<file path="config.mk">
export PLATFORM = sky130hd
export DESIGN_NAME = sac_adc_ctrl
export DESIGN_NICKNAME = d
export VERILOG_FILES = /design/src/logic/sac_pkg.sv /design/src/logic/sac_adc_ctrl.sv /design/src/logic/sac_sar_core.sv
export VERILOG_INCLUDE_DIRS = /design/src /design/src/logic
export SDC_FILE = /design/constraint.sdc
export NUM_CORES = 1
export LEC_CHECK = 0
export BUFFER_PORTS_ARGS = -buffer_cell sky130_fd_sc_hd__buf_2
export CAP_MARGIN = 10
export CORE_MARGIN = 3
export CORE_UTILIZATION = 45
export CTS_BUF_LIST = sky130_fd_sc_hd__clkbuf_4
export DETAILED_ROUTE_END_ITERATION = 8
export GPL_TIMING_DRIVEN = 0
export PLACE_DENSITY_LB_ADDON = 0.05
export RECOVER_POWER = 50
export SETUP_SLACK_MARGIN = 0.1
export SYNTH_ARGS = -nofsm -noshare
export SYNTH_HDL_FRONTEND = slang
export SYNTH_SLANG_ARGS = --single-unit
</file>
<file path="constraint.sdc">
create_clock -name mclk -period 2.7 [get_ports mclk]
set_input_delay 0 -clock mclk [delete_from_list [all_inputs] [get_ports mclk]]
set_output_delay 0 -clock mclk [all_outputs]
set_load 0.1 [all_outputs]
</file>
<file path="src/logic/sac_consts.svh">
`ifndef SAC_CONSTS_SVH
`define SAC_CONSTS_SVH

// ****************************************************************
// register indices (byte address is four times the index)
// ****************************************************************
`define SAC_IDX_IRQ_EN   8'h0B
`define SAC_IDX_IRQ_FLAG 8'h0C
`define SAC_IDX_RES_HI   8'h17
`define SAC_IDX_CTRL     8'h18
`define SAC_IDX_CFG      8'h19

// ****************************************************************
// field positions
// ****************************************************************
`define SAC_DONE_BIT     7
`define SAC_START_BIT    3
`define SAC_DIV_MSB      2
`define SAC_DIV_LSB      0
`define SAC_RESLO_MSB    7
`define SAC_RESLO_LSB    4
`define SAC_REF_MSB      7
`define SAC_REF_LSB      6
`define SAC_LOWREF_BIT   5
`define SAC_CHAN_MSB     4
`define SAC_CHAN_LSB     0

// ****************************************************************
// reset values and codes
// ****************************************************************
`define SAC_CFG_RESET    8'h1F
`define SAC_DIV_RESET    3'h0
`define SAC_RESULT_RESET 12'h000
`define SAC_EXT_CHANNELS 13
`define SAC_CHAN_BANDGAP 5'h0E
`define SAC_CHAN_QUARTER 5'h17
`define SAC_REF_LOW      2'h0
`define SAC_REF_2P48     2'h1
`define SAC_REF_2P00     2'h3
`define SAC_DIV_FULL     8'hFF
`define SAC_RESP_OKAY    2'h0
`define SAC_RESP_SLVERR  2'h2

`endif

</file>
<file path="src/logic/sac_pkg.sv">
package sac_pkg;

   typedef enum logic [5:0] {
      sac_sel_none     = 6'h01,
      sac_sel_irq_en   = 6'h02,
      sac_sel_irq_flag = 6'h04,
      sac_sel_res_hi   = 6'h08,
      sac_sel_ctrl     = 6'h10,
      sac_sel_cfg      = 6'h20
   } sac_reg_sel_t;

   typedef enum logic [2:0] {
      sac_idle    = 3'h1,
      sac_sample  = 3'h2,
      sac_convert = 3'h4
   } sac_state_t;

   typedef enum logic [4:0] {
      sac_ref_supply   = 5'h01,
      sac_ref_bg_1p2   = 5'h02,
      sac_ref_bg_2p48  = 5'h04,
      sac_ref_bg_2p00  = 5'h08,
      sac_ref_reserved = 5'h10
   } sac_ref_t;

   typedef struct packed {
      logic [12:0] ext_en;
      logic        bandgap_en;
      logic        quarter_en;
      sac_ref_t    ref_src;
   } sac_analog_sel_t;

endpackage

</file>
<file path="src/logic/sac_adc_ctrl.sv">
// Notes on behaviour
// - a 12-bit result is found by successive approximation of the chosen input.
// - converter clock is system clock divided by 256 down to 2 by select.
// - writing 1 to control bit 3 starts a conversion.
// - hardware clears the start bit at conversion end; reads 1 while busy.
// - 5-bit channel code 0 to 12 picks external inputs; others reserved.
// - code 01110 picks the bandgap, code 10111 a quarter of supply.
// - 2-bit reference field: 00 low choice, 01 2.48 V, 11 2.00 V.
// - with field 00, select bit 0 means supply, 1 means 1.2 V bandgap.
// - result bits 11..4 in their own register, bits 3..0 in control upper nibble.
// - conversion end sets bit 7 of the interrupt flag register.
// - flag bits written 0 clear, bits written 1 are left alone.
//
// Local design decision: register access over AXI4-Lite.
`include "sac_consts.svh"

module sac_adc_ctrl
   import sac_pkg::*;
#(
   parameter int ADDR_W = 8,
   parameter int WIDTH  = 12
) (
   input  wire logic              mclk,
   input  wire logic              arst_n,
   input  wire logic [ADDR_W-1:0] s_axi_awaddr,
   input  wire logic              s_axi_awvalid,
   output logic                   s_axi_awready,
   input  wire logic [31:0]       s_axi_wdata,
   input  wire logic [3:0]        s_axi_wstrb,
   input  wire logic              s_axi_wvalid,
   output logic                   s_axi_wready,
   output logic [1:0]             s_axi_bresp,
   output logic                   s_axi_bvalid,
   input  wire logic              s_axi_bready,
   input  wire logic [ADDR_W-1:0] s_axi_araddr,
   input  wire logic              s_axi_arvalid,
   output logic                   s_axi_arready,
   output logic [31:0]            s_axi_rdata,
   output logic [1:0]             s_axi_rresp,
   output logic                   s_axi_rvalid,
   input  wire logic              s_axi_rready,
   input  wire logic              comp_hi,
   output logic                   sample_hold,
   output logic [WIDTH-1:0]       dac_code,
   output sac_analog_sel_t        analog_sel,
   output logic                   irq
);

   // ****************************************************************
   // address decode
   // ****************************************************************
   function automatic sac_reg_sel_t decode(input logic [ADDR_W-1:0] a);
      logic [ADDR_W-1:0] idx;
      idx    = a >> 2;
      decode = sac_sel_none;
      if (a[1:0] == 2'h0) begin
         if (idx == ADDR_W'(`SAC_IDX_IRQ_EN)) begin
            decode = sac_sel_irq_en;
         end else if (idx == ADDR_W'(`SAC_IDX_IRQ_FLAG)) begin
            decode = sac_sel_irq_flag;
         end else if (idx == ADDR_W'(`SAC_IDX_RES_HI)) begin
            decode = sac_sel_res_hi;
         end else if (idx == ADDR_W'(`SAC_IDX_CTRL)) begin
            decode = sac_sel_ctrl;
         end else if (idx == ADDR_W'(`SAC_IDX_CFG)) begin
            decode = sac_sel_cfg;
         end
      end
   endfunction

   // ****************************************************************
   // state
   // ****************************************************************
   logic              aw_held;
   logic              w_held;
   logic [ADDR_W-1:0] aw_addr;
   logic [7:0]        w_byte;
   logic              w_lane0;
   logic              next_aw_held;
   logic              next_w_held;
   logic              next_bvalid;
   logic              next_rvalid;
   logic              aw_take;
   logic              w_take;
   logic              ar_take;
   logic              do_write;
   sac_reg_sel_t      wr_sel;
   sac_reg_sel_t      rd_sel;

   logic              conv_start_bit;
   logic              start_req;
   logic [2:0]        conv_clock_divider_select;
   logic [7:0]        conv_config;
   logic              conv_done_flag;
   logic              conv_done_irq_enable;
   logic [7:0]        div_cnt;
   logic [7:0]        div_limit;
   logic              tick;
   logic [WIDTH-1:0]  result;
   logic              core_done;
   logic              wr_ctrl;
   logic              wr_flag;
   logic              wr_en;
   logic              wr_cfg;
   logic [7:0]        rd_byte;

   logic [4:0]        input_channel_select;
   logic [1:0]        reference_select;
   logic              low_reference_select;

   assign input_channel_select = conv_config[`SAC_CHAN_MSB:`SAC_CHAN_LSB];
   assign reference_select     = conv_config[`SAC_REF_MSB:`SAC_REF_LSB];
   assign low_reference_select = conv_config[`SAC_LOWREF_BIT];

   // ****************************************************************
   // axi4-lite handshakes
   // ****************************************************************
   // one write and one read in flight; address and data may come in either order
   always_comb begin
      aw_take      = s_axi_awvalid && s_axi_awready;
      w_take       = s_axi_wvalid && s_axi_wready;
      ar_take      = s_axi_arvalid && s_axi_arready;
      do_write     = aw_held && w_held && !s_axi_bvalid;
      next_aw_held = aw_take ? 1'b1 : (do_write ? 1'b0 : aw_held);
      next_w_held  = w_take ? 1'b1 : (do_write ? 1'b0 : w_held);
      next_bvalid  = do_write ? 1'b1 : ((s_axi_bvalid && s_axi_bready) ? 1'b0 : s_axi_bvalid);
      next_rvalid  = ar_take ? 1'b1 : ((s_axi_rvalid && s_axi_rready) ? 1'b0 : s_axi_rvalid);
      wr_sel       = decode(aw_addr);
      rd_sel       = decode(s_axi_araddr);
      wr_ctrl      = do_write && w_lane0 && (wr_sel == sac_sel_ctrl);
      wr_flag      = do_write && w_lane0 && (wr_sel == sac_sel_irq_flag);
      wr_en        = do_write && w_lane0 && (wr_sel == sac_sel_irq_en);
      wr_cfg       = do_write && w_lane0 && (wr_sel == sac_sel_cfg);
   end

   always_ff @(posedge mclk or negedge arst_n) begin
      if (!arst_n) begin
         aw_held       <= 1'b0;
         w_held        <= 1'b0;
         aw_addr       <= '0;
         w_byte        <= 8'h00;
         w_lane0       <= 1'b0;
         s_axi_awready <= 1'b0;
         s_axi_wready  <= 1'b0;
         s_axi_bvalid  <= 1'b0;
         s_axi_bresp   <= `SAC_RESP_OKAY;
      end else begin
         aw_held       <= next_aw_held;
         w_held        <= next_w_held;
         s_axi_bvalid  <= next_bvalid;
         // ready only reopens once the response has gone, so nothing queues up
         s_axi_awready <= !next_aw_held && !next_bvalid;
         s_axi_wready  <= !next_w_held && !next_bvalid;
         if (aw_take) begin
            aw_addr <= s_axi_awaddr;
         end
         if (w_take) begin
            w_byte  <= s_axi_wdata[7:0];
            w_lane0 <= s_axi_wstrb[0];
         end
         if (do_write) begin
            s_axi_bresp <= (wr_sel == sac_sel_none) ? `SAC_RESP_SLVERR : `SAC_RESP_OKAY;
         end
      end
   end

   // ****************************************************************
   // read path
   // ****************************************************************
   always_comb begin
      rd_byte = 8'h00;
      unique case (rd_sel)
         sac_sel_irq_en:   rd_byte[`SAC_DONE_BIT] = conv_done_irq_enable;
         sac_sel_irq_flag: rd_byte[`SAC_DONE_BIT] = conv_done_flag;
         sac_sel_res_hi:   rd_byte = result[WIDTH-1:WIDTH-8];
         sac_sel_ctrl: begin
            rd_byte[`SAC_RESLO_MSB:`SAC_RESLO_LSB] = result[3:0];
            rd_byte[`SAC_START_BIT]                = conv_start_bit;
            rd_byte[`SAC_DIV_MSB:`SAC_DIV_LSB]     = conv_clock_divider_select;
         end
         sac_sel_cfg:      rd_byte = conv_config;
         sac_sel_none:     rd_byte = 8'h00;
      endcase
   end

   always_ff @(posedge mclk or negedge arst_n) begin
      if (!arst_n) begin
         s_axi_arready <= 1'b0;
         s_axi_rvalid  <= 1'b0;
         s_axi_rdata   <= 32'h0000_0000;
         s_axi_rresp   <= `SAC_RESP_OKAY;
      end else begin
         s_axi_rvalid  <= next_rvalid;
         s_axi_arready <= !next_rvalid;
         if (ar_take) begin
            s_axi_rdata <= {24'h00_0000, rd_byte};
            s_axi_rresp <= (rd_sel == sac_sel_none) ? `SAC_RESP_SLVERR : `SAC_RESP_OKAY;
         end
      end
   end

   // ****************************************************************
   // control and configuration
   // ****************************************************************
   // a 1 written while busy is ignored, and a 0 never aborts a conversion
   always_ff @(posedge mclk or negedge arst_n) begin
      if (!arst_n) begin
         conv_start_bit            <= 1'b0;
         start_req                 <= 1'b0;
         conv_clock_divider_select <= `SAC_DIV_RESET;
      end else begin
         start_req <= 1'b0;
         if (wr_ctrl) begin
            conv_clock_divider_select <= w_byte[`SAC_DIV_MSB:`SAC_DIV_LSB];
         end
         if (core_done) begin
            conv_start_bit <= 1'b0;
         end else if (wr_ctrl && w_byte[`SAC_START_BIT] && !conv_start_bit) begin
            conv_start_bit <= 1'b1;
            start_req      <= 1'b1;
         end
      end
   end

   always_ff @(posedge mclk or negedge arst_n) begin
      if (!arst_n) begin
         conv_config <= `SAC_CFG_RESET;
      end else if (wr_cfg) begin
         conv_config <= w_byte;
      end
   end

   // ****************************************************************
   // converter clock divider
   // ****************************************************************
   // divide ratio is 2^(8-select); one tick per converter clock period
   assign div_limit = `SAC_DIV_FULL >> conv_clock_divider_select;

   always_ff @(posedge mclk or negedge arst_n) begin
      if (!arst_n) begin
         div_cnt <= 8'h00;
         tick    <= 1'b0;
      end else if (start_req || div_cnt >= div_limit) begin
         // restart on start so the sample phase gets a whole period
         div_cnt <= 8'h00;
         tick    <= !start_req && (div_cnt >= div_limit);
      end else begin
         div_cnt <= div_cnt + 8'h01;
         tick    <= 1'b0;
      end
   end

   // ****************************************************************
   // approximation core
   // ****************************************************************
   // result is written by the core at the same edge its done pulse rises,
   // one edge before the start bit clears and the flag sets
   sac_sar_core #(
      .WIDTH (WIDTH)
   ) u_core (
      .mclk        (mclk),
      .arst_n      (arst_n),
      .tick        (tick),
      .start       (start_req),
      .comp_hi     (comp_hi),
      .sample_hold (sample_hold),
      .dac_code    (dac_code),
      .result      (result),
      .done        (core_done)
   );

   // ****************************************************************
   // interrupt flag and enable
   // ****************************************************************
   // a done event in the same cycle as a clearing write keeps the flag set
   always_ff @(posedge mclk or negedge arst_n) begin
      if (!arst_n) begin
         conv_done_flag <= 1'b0;
      end else begin
         conv_done_flag <= core_done
            || (conv_done_flag && !(wr_flag && !w_byte[`SAC_DONE_BIT]));
      end
   end

   always_ff @(posedge mclk or negedge arst_n) begin
      if (!arst_n) begin
         conv_done_irq_enable <= 1'b0;
      end else if (wr_en) begin
         conv_done_irq_enable <= w_byte[`SAC_DONE_BIT];
      end
   end

   always_ff @(posedge mclk or negedge arst_n) begin
      if (!arst_n) begin
         irq <= 1'b0;
      end else begin
         irq <= conv_done_flag && conv_done_irq_enable;
      end
   end

   // ****************************************************************
   // analog selection outputs
   // ****************************************************************
   // reserved channel codes enable no input at all rather than a guess
   genvar ch;
   generate
      for (ch = 0; ch < `SAC_EXT_CHANNELS; ch++) begin : g_ext
         always_ff @(posedge mclk or negedge arst_n) begin
            if (!arst_n) begin
               analog_sel.ext_en[ch] <= 1'b0;
            end else begin
               analog_sel.ext_en[ch] <= (input_channel_select == 5'(ch));
            end
         end
      end
   endgenerate

   always_ff @(posedge mclk or negedge arst_n) begin
      if (!arst_n) begin
         analog_sel.bandgap_en <= 1'b0;
         analog_sel.quarter_en <= 1'b0;
         analog_sel.ref_src    <= sac_ref_supply;
      end else begin
         analog_sel.bandgap_en <= (input_channel_select == `SAC_CHAN_BANDGAP);
         analog_sel.quarter_en <= (input_channel_select == `SAC_CHAN_QUARTER);
         if (reference_select == `SAC_REF_LOW) begin
            analog_sel.ref_src <= low_reference_select ? sac_ref_bg_1p2 : sac_ref_supply;
         end else if (reference_select == `SAC_REF_2P48) begin
            analog_sel.ref_src <= sac_ref_bg_2p48;
         end else if (reference_select == `SAC_REF_2P00) begin
            analog_sel.ref_src <= sac_ref_bg_2p00;
         end else begin
            analog_sel.ref_src <= sac_ref_reserved;
         end
      end
   end

endmodule

</file>
<file path="src/logic/sac_sar_core.sv">
`include "sac_consts.svh"

module sac_sar_core
   import sac_pkg::*;
#(
   parameter int WIDTH = 12
) (
   input  wire logic             mclk,
   input  wire logic             arst_n,
   input  wire logic             tick,
   input  wire logic             start,
   input  wire logic             comp_hi,
   output logic                  sample_hold,
   output logic [WIDTH-1:0]      dac_code,
   output logic [WIDTH-1:0]      result,
   output logic                  done
);

   sac_state_t              state;
   logic [$clog2(WIDTH)-1:0] bit_idx;
   logic [WIDTH-1:0]         kept;

   // one converter clock to sample, then one bit decided per converter clock
   always_ff @(posedge mclk or negedge arst_n) begin
      if (!arst_n) begin
         state       <= sac_idle;
         bit_idx     <= '0;
         kept        <= '0;
         dac_code    <= '0;
         sample_hold <= 1'b0;
         done        <= 1'b0;
         result      <= `SAC_RESULT_RESET;
      end else begin
         done <= 1'b0;
         unique case (state)
            sac_idle: begin
               if (start) begin
                  state       <= sac_sample;
                  sample_hold <= 1'b1;
               end
            end
            sac_sample: begin
               if (tick) begin
                  state       <= sac_convert;
                  sample_hold <= 1'b0;
                  bit_idx     <= ($clog2(WIDTH))'(WIDTH - 1);
                  kept        <= '0;
                  dac_code    <= WIDTH'(1) << (WIDTH - 1);
               end
            end
            sac_convert: begin
               if (tick) begin
                  // comparator high means input is at or above the trial code
                  if (bit_idx == '0) begin
                     result   <= comp_hi ? dac_code : kept;
                     done     <= 1'b1;
                     dac_code <= '0;
                     state    <= sac_idle;
                  end else begin
                     kept     <= comp_hi ? dac_code : kept;
                     dac_code <= (comp_hi ? dac_code : kept) | (WIDTH'(1) << (bit_idx - 1'b1));
                     bit_idx  <= bit_idx - 1'b1;
                  end
               end
            end
            default: state <= sac_idle;
         endcase
      end
   end

endmodule

</file>
==> results.py <==
metrics = {
    "run_status": {
        "status": "completed",
    },
    "critical_path": {
        "end_kind": "flop",
        "start_kind": "flop",
        "crit_arrival_ns": 2.66,
        "cp.required_ns": 3.11,
        "crit_type": "reg2reg",
        "critPathMaxFanout": 8,
    },
    "route": {
        "routedWlPerCell_um": 14.9,
        "ant_nets": 0,
        "wirelength_um": 12400,
        "vias_per_cell": 5.05,
        "drt-initial-drc-count": 282,
        "dr.pass1.iters": 7,
        "via_count": 4211,
        "drc": 0,
    },
    "die": {
        "io_pins": 135,
        "start_util_pct": 46.8,
        "die_y_um": 119,
        "die_x_um": 119,
        "core_area_um2": 12200,
        "dieArea_um2": 14100,
        "rows": 40,
    },
    "timing": {
        "max-slew-margin-rel_pct": 53.7,
        "fmax_mhz": 443,
        "period_needed_ns": 2.26,
        "setup_tns_ns": 0,
        "fin_crit_sh_pct": 83.5,
        "worst_pin_slew_ns": 0.687,
        "finalSetupViolCount": 0,
        "grt_setup_unrepaired": "false",
        "fin_skew_ns": 0.0152,
        "drv_slew": 0,
        "hold_viol": 0,
    },
    "synthesis": {
        "synth_top_area_share_pct": 51.2,
        "synth_edf_count": 0,
        "synthCells": 497,
        "yosys.area.top_type": "dfrtp_1",
        "async_reset_ff_share_pct": 100,
        "syn_area_um2": 5720,
        "yosysUniqueCellTypes": 64,
        "yosysWarningCount": 0,
        "synth-seq-cells": 124,
        "avgSynthCellArea_um2": 11.5,
        "synth_ff_type": "dfrtp_1",
        "yosysSeqAreaShare_pct": 54.4,
        "synth_area_leaders": "dfrtp_1 51%, mux2_2 4.7%, buf_4 3.4%",
    },
    "clocking": {
        "cts_buffer_depth": 2,
        "cts_tree": "yes",
        "cts_sinks": 124,
        "cts_setup_buffers": 0,
        "htreeDepth": 4,
        "clkTransAtPathRegs_ns": 0.10,
        "clock-root-buffer": "clkbuf_4",
        "clock_latency_ns": 0.52,
        "cts_inserted_buffers": 17,
    },
    "grt": {
        "grt_first_pass_wirelength_um": 20900,
        "grt_max_degree": 64,
        "grt_pass1_vias": 4152,
        "grt_usage_pct": 18.8,
        "antenna_found_initial": 0,
        "grt_overflow_total": 0,
    },
    "layout": {
        "fin_area_um2": 7070,
        "num_antenna_cells": 0,
        "drive_gt1_share_pct": 29.4,
        "layout.nets": 727,
        "area_growth_pct": 23.7,
    },
    "placed_design": {
        "dpl.hpwl_um": 8930,
        "gp_congestion": 0.804,
        "place_area_um2": 6460,
        "io_buffers": 81,
    },
    "hold_path": {
        "hp-class": "in2reg",
    },
    "power": {
        "finalPower_w": 0.00502,
        "vdd_drop_max_v": 0.000554,
        "p_leak_nw": 3.57,
        "p_per_area_nw_per_um2": 710,
    },
    "run": {
        "maxCapViolCount": 0,
    },
}
final timing paths:
check / startpoint / end / slack, ns / depth (start not counted)
setup / recovery: u_core.bit_idx[0] / u_core.dac_code[5] / 0.44 / 6
min in group asynchronous: arst_n / div_cnt[6] / 0.55 / 3
hold / removal: s_axi_araddr[2] / s_axi_rdata[3] / 0.07 / 4
setup reg to reg: u_core.bit_idx[0] / u_core.dac_code[5] / 0.44 / 6
max in group asynchronous: arst_n / u_core.sample_hold / 1.05 / 4
hold reg to reg: u_core.done / conv_start_bit / 0.44 / 1
cells in the final DEF, fill, tap and decap left out, types with 7 or more instances in the layout:
cell type      netlist  routed
dfrtp_1            117     117
buf_2                2      82
nand2_1             37      37
o21ai_0             36      36
nor2_1              32      32
dlygate4sd3_1        0      30
buf_4               26      26
conb_1               1      26
mux2_2              24      24
nor3_1              19      19
inv_1               18      18
clkbuf_4             0      18
ha_1                14      14
mux2i_1             11      11
nor2b_1             10      10
clkbuf_1             8       9
nand3_1              8       8
mux2_4               8       8
a21o_1               7       7
a21oi_1              7       7
a32o_1               7       7
power breakdown:
group          internal [W]  switching [W]
Combinational      0.000432       0.000829
Sequential          0.00212       0.000235
Clock              0.000732       0.000674
Total               0.00328        0.00174
cell usage after synthesis, types with 4 or more instances:
| master | count |
|---|---|
| a21o_1 | 7 |
| nor2b_1 | 10 |
| dfstp_2 | 7 |
| buf_4 | 26 |
| nor3b_1 | 6 |
| xnor2_1 | 6 |
| nor3_1 | 19 |
| mux2_2 | 24 |
| a32o_1 | 7 |
| and3_1 | 4 |
| nand2b_1 | 6 |
| o21ai_0 | 36 |
| nor2_1 | 32 |
| a22oi_1 | 5 |
| dfrtp_1 | 117 |
| ha_1 | 14 |
| and4_1 | 4 |
| clkbuf_1 | 8 |
| nand3_1 | 8 |
| a221o_1 | 6 |
| a21oi_1 | 7 |
| mux2_4 | 8 |
| inv_1 | 18 |
| a222oi_1 | 5 |
| mux2i_1 | 11 |
| nand2_1 | 37 |
registers in the layout, summed over array words and instances, names as in the netlist, 3 cells and up:
| register | cells |
|---|---|
| analog_sel | 20 |
| s_axi_rdata | 8 |
| u_core.result | 12 |
| u_core.kept | 12 |
| u_core.state | 3 |
| w_byte | 8 |
| div_cnt | 8 |
| conv_clock_divider_select | 3 |
| u_core.bit_idx | 4 |
| u_core.dac_code | 12 |
| conv_config | 8 |
| aw_addr | 8 |
cells by family (layout without fill, tap and decap cells):
family,Yosys count,in the layout,share of synthesized area [%]
buffers and inverters,57,201,6.04
AND/OR/NAND/NOR,154,154,14.7
multiplexers,43,43,8.76
AO/OA/AOI/OAI,96,96,11.7
other,1,26,0.0656
adder cells (fa/ha/maj),14,14,3.06
XOR/XNOR,8,8,1.23
flip-flops,124,124,54.4
layout make-up:
cell class	count	area (um2)
clock buffers	18	135
plain buffers	39	270
repair buffers	112	739
clock inverters	14	176
multi-input cells	341	2360
inverters	18	67.6
fillers	1089	5140
flip-flops and latches	124	3110
well taps	168	210
timing repair:
| action | CTS | global route |
|---|---|---|
| gates resized for setup | 0 | 2 |
| endpoints found under the setup margin | 0 | 13 |
| hold endpoints to repair | 157 | 0 |
| hold buffers | 30 | 0 |
through the flow:
stage	worst slack, ns	instances	utilization, %	hold WS [ns]
6_report	0.444	834	57.9	0.0679
5_1_grt	0.281	834	57.9	0.0510
4_1_cts	0.188	834	57.9	0.0131
3_5_place_dp	0.167	772	52.9	0.0260
3_3_place_gp	0.0343	771	52.6	0.222
2_1_floorplan	0.412	522	-	-0.296
metal layers:
layer / up-vias / part of all wire [%] / GRT usage [%]
li1: 2055 / - / -
met1: 2031 / 46 / 25.5
met2: 111 / 48 / 29.2
met3: 14 / 5.1 / 5.89
met4: 0 / 0.94 / 5.43
met5: - / 0 / 0
critical path: stages, from the launching register on:
cell and delay [ns]:
dfrtp_1 0.46, inv_1 0.11, ha_1 0.22, or3b_2 0.50, nand3_1 0.31, nor3_1 0.17, a221o_1 0.38
No activity file was read; power rests on OpenSTA's default activity.
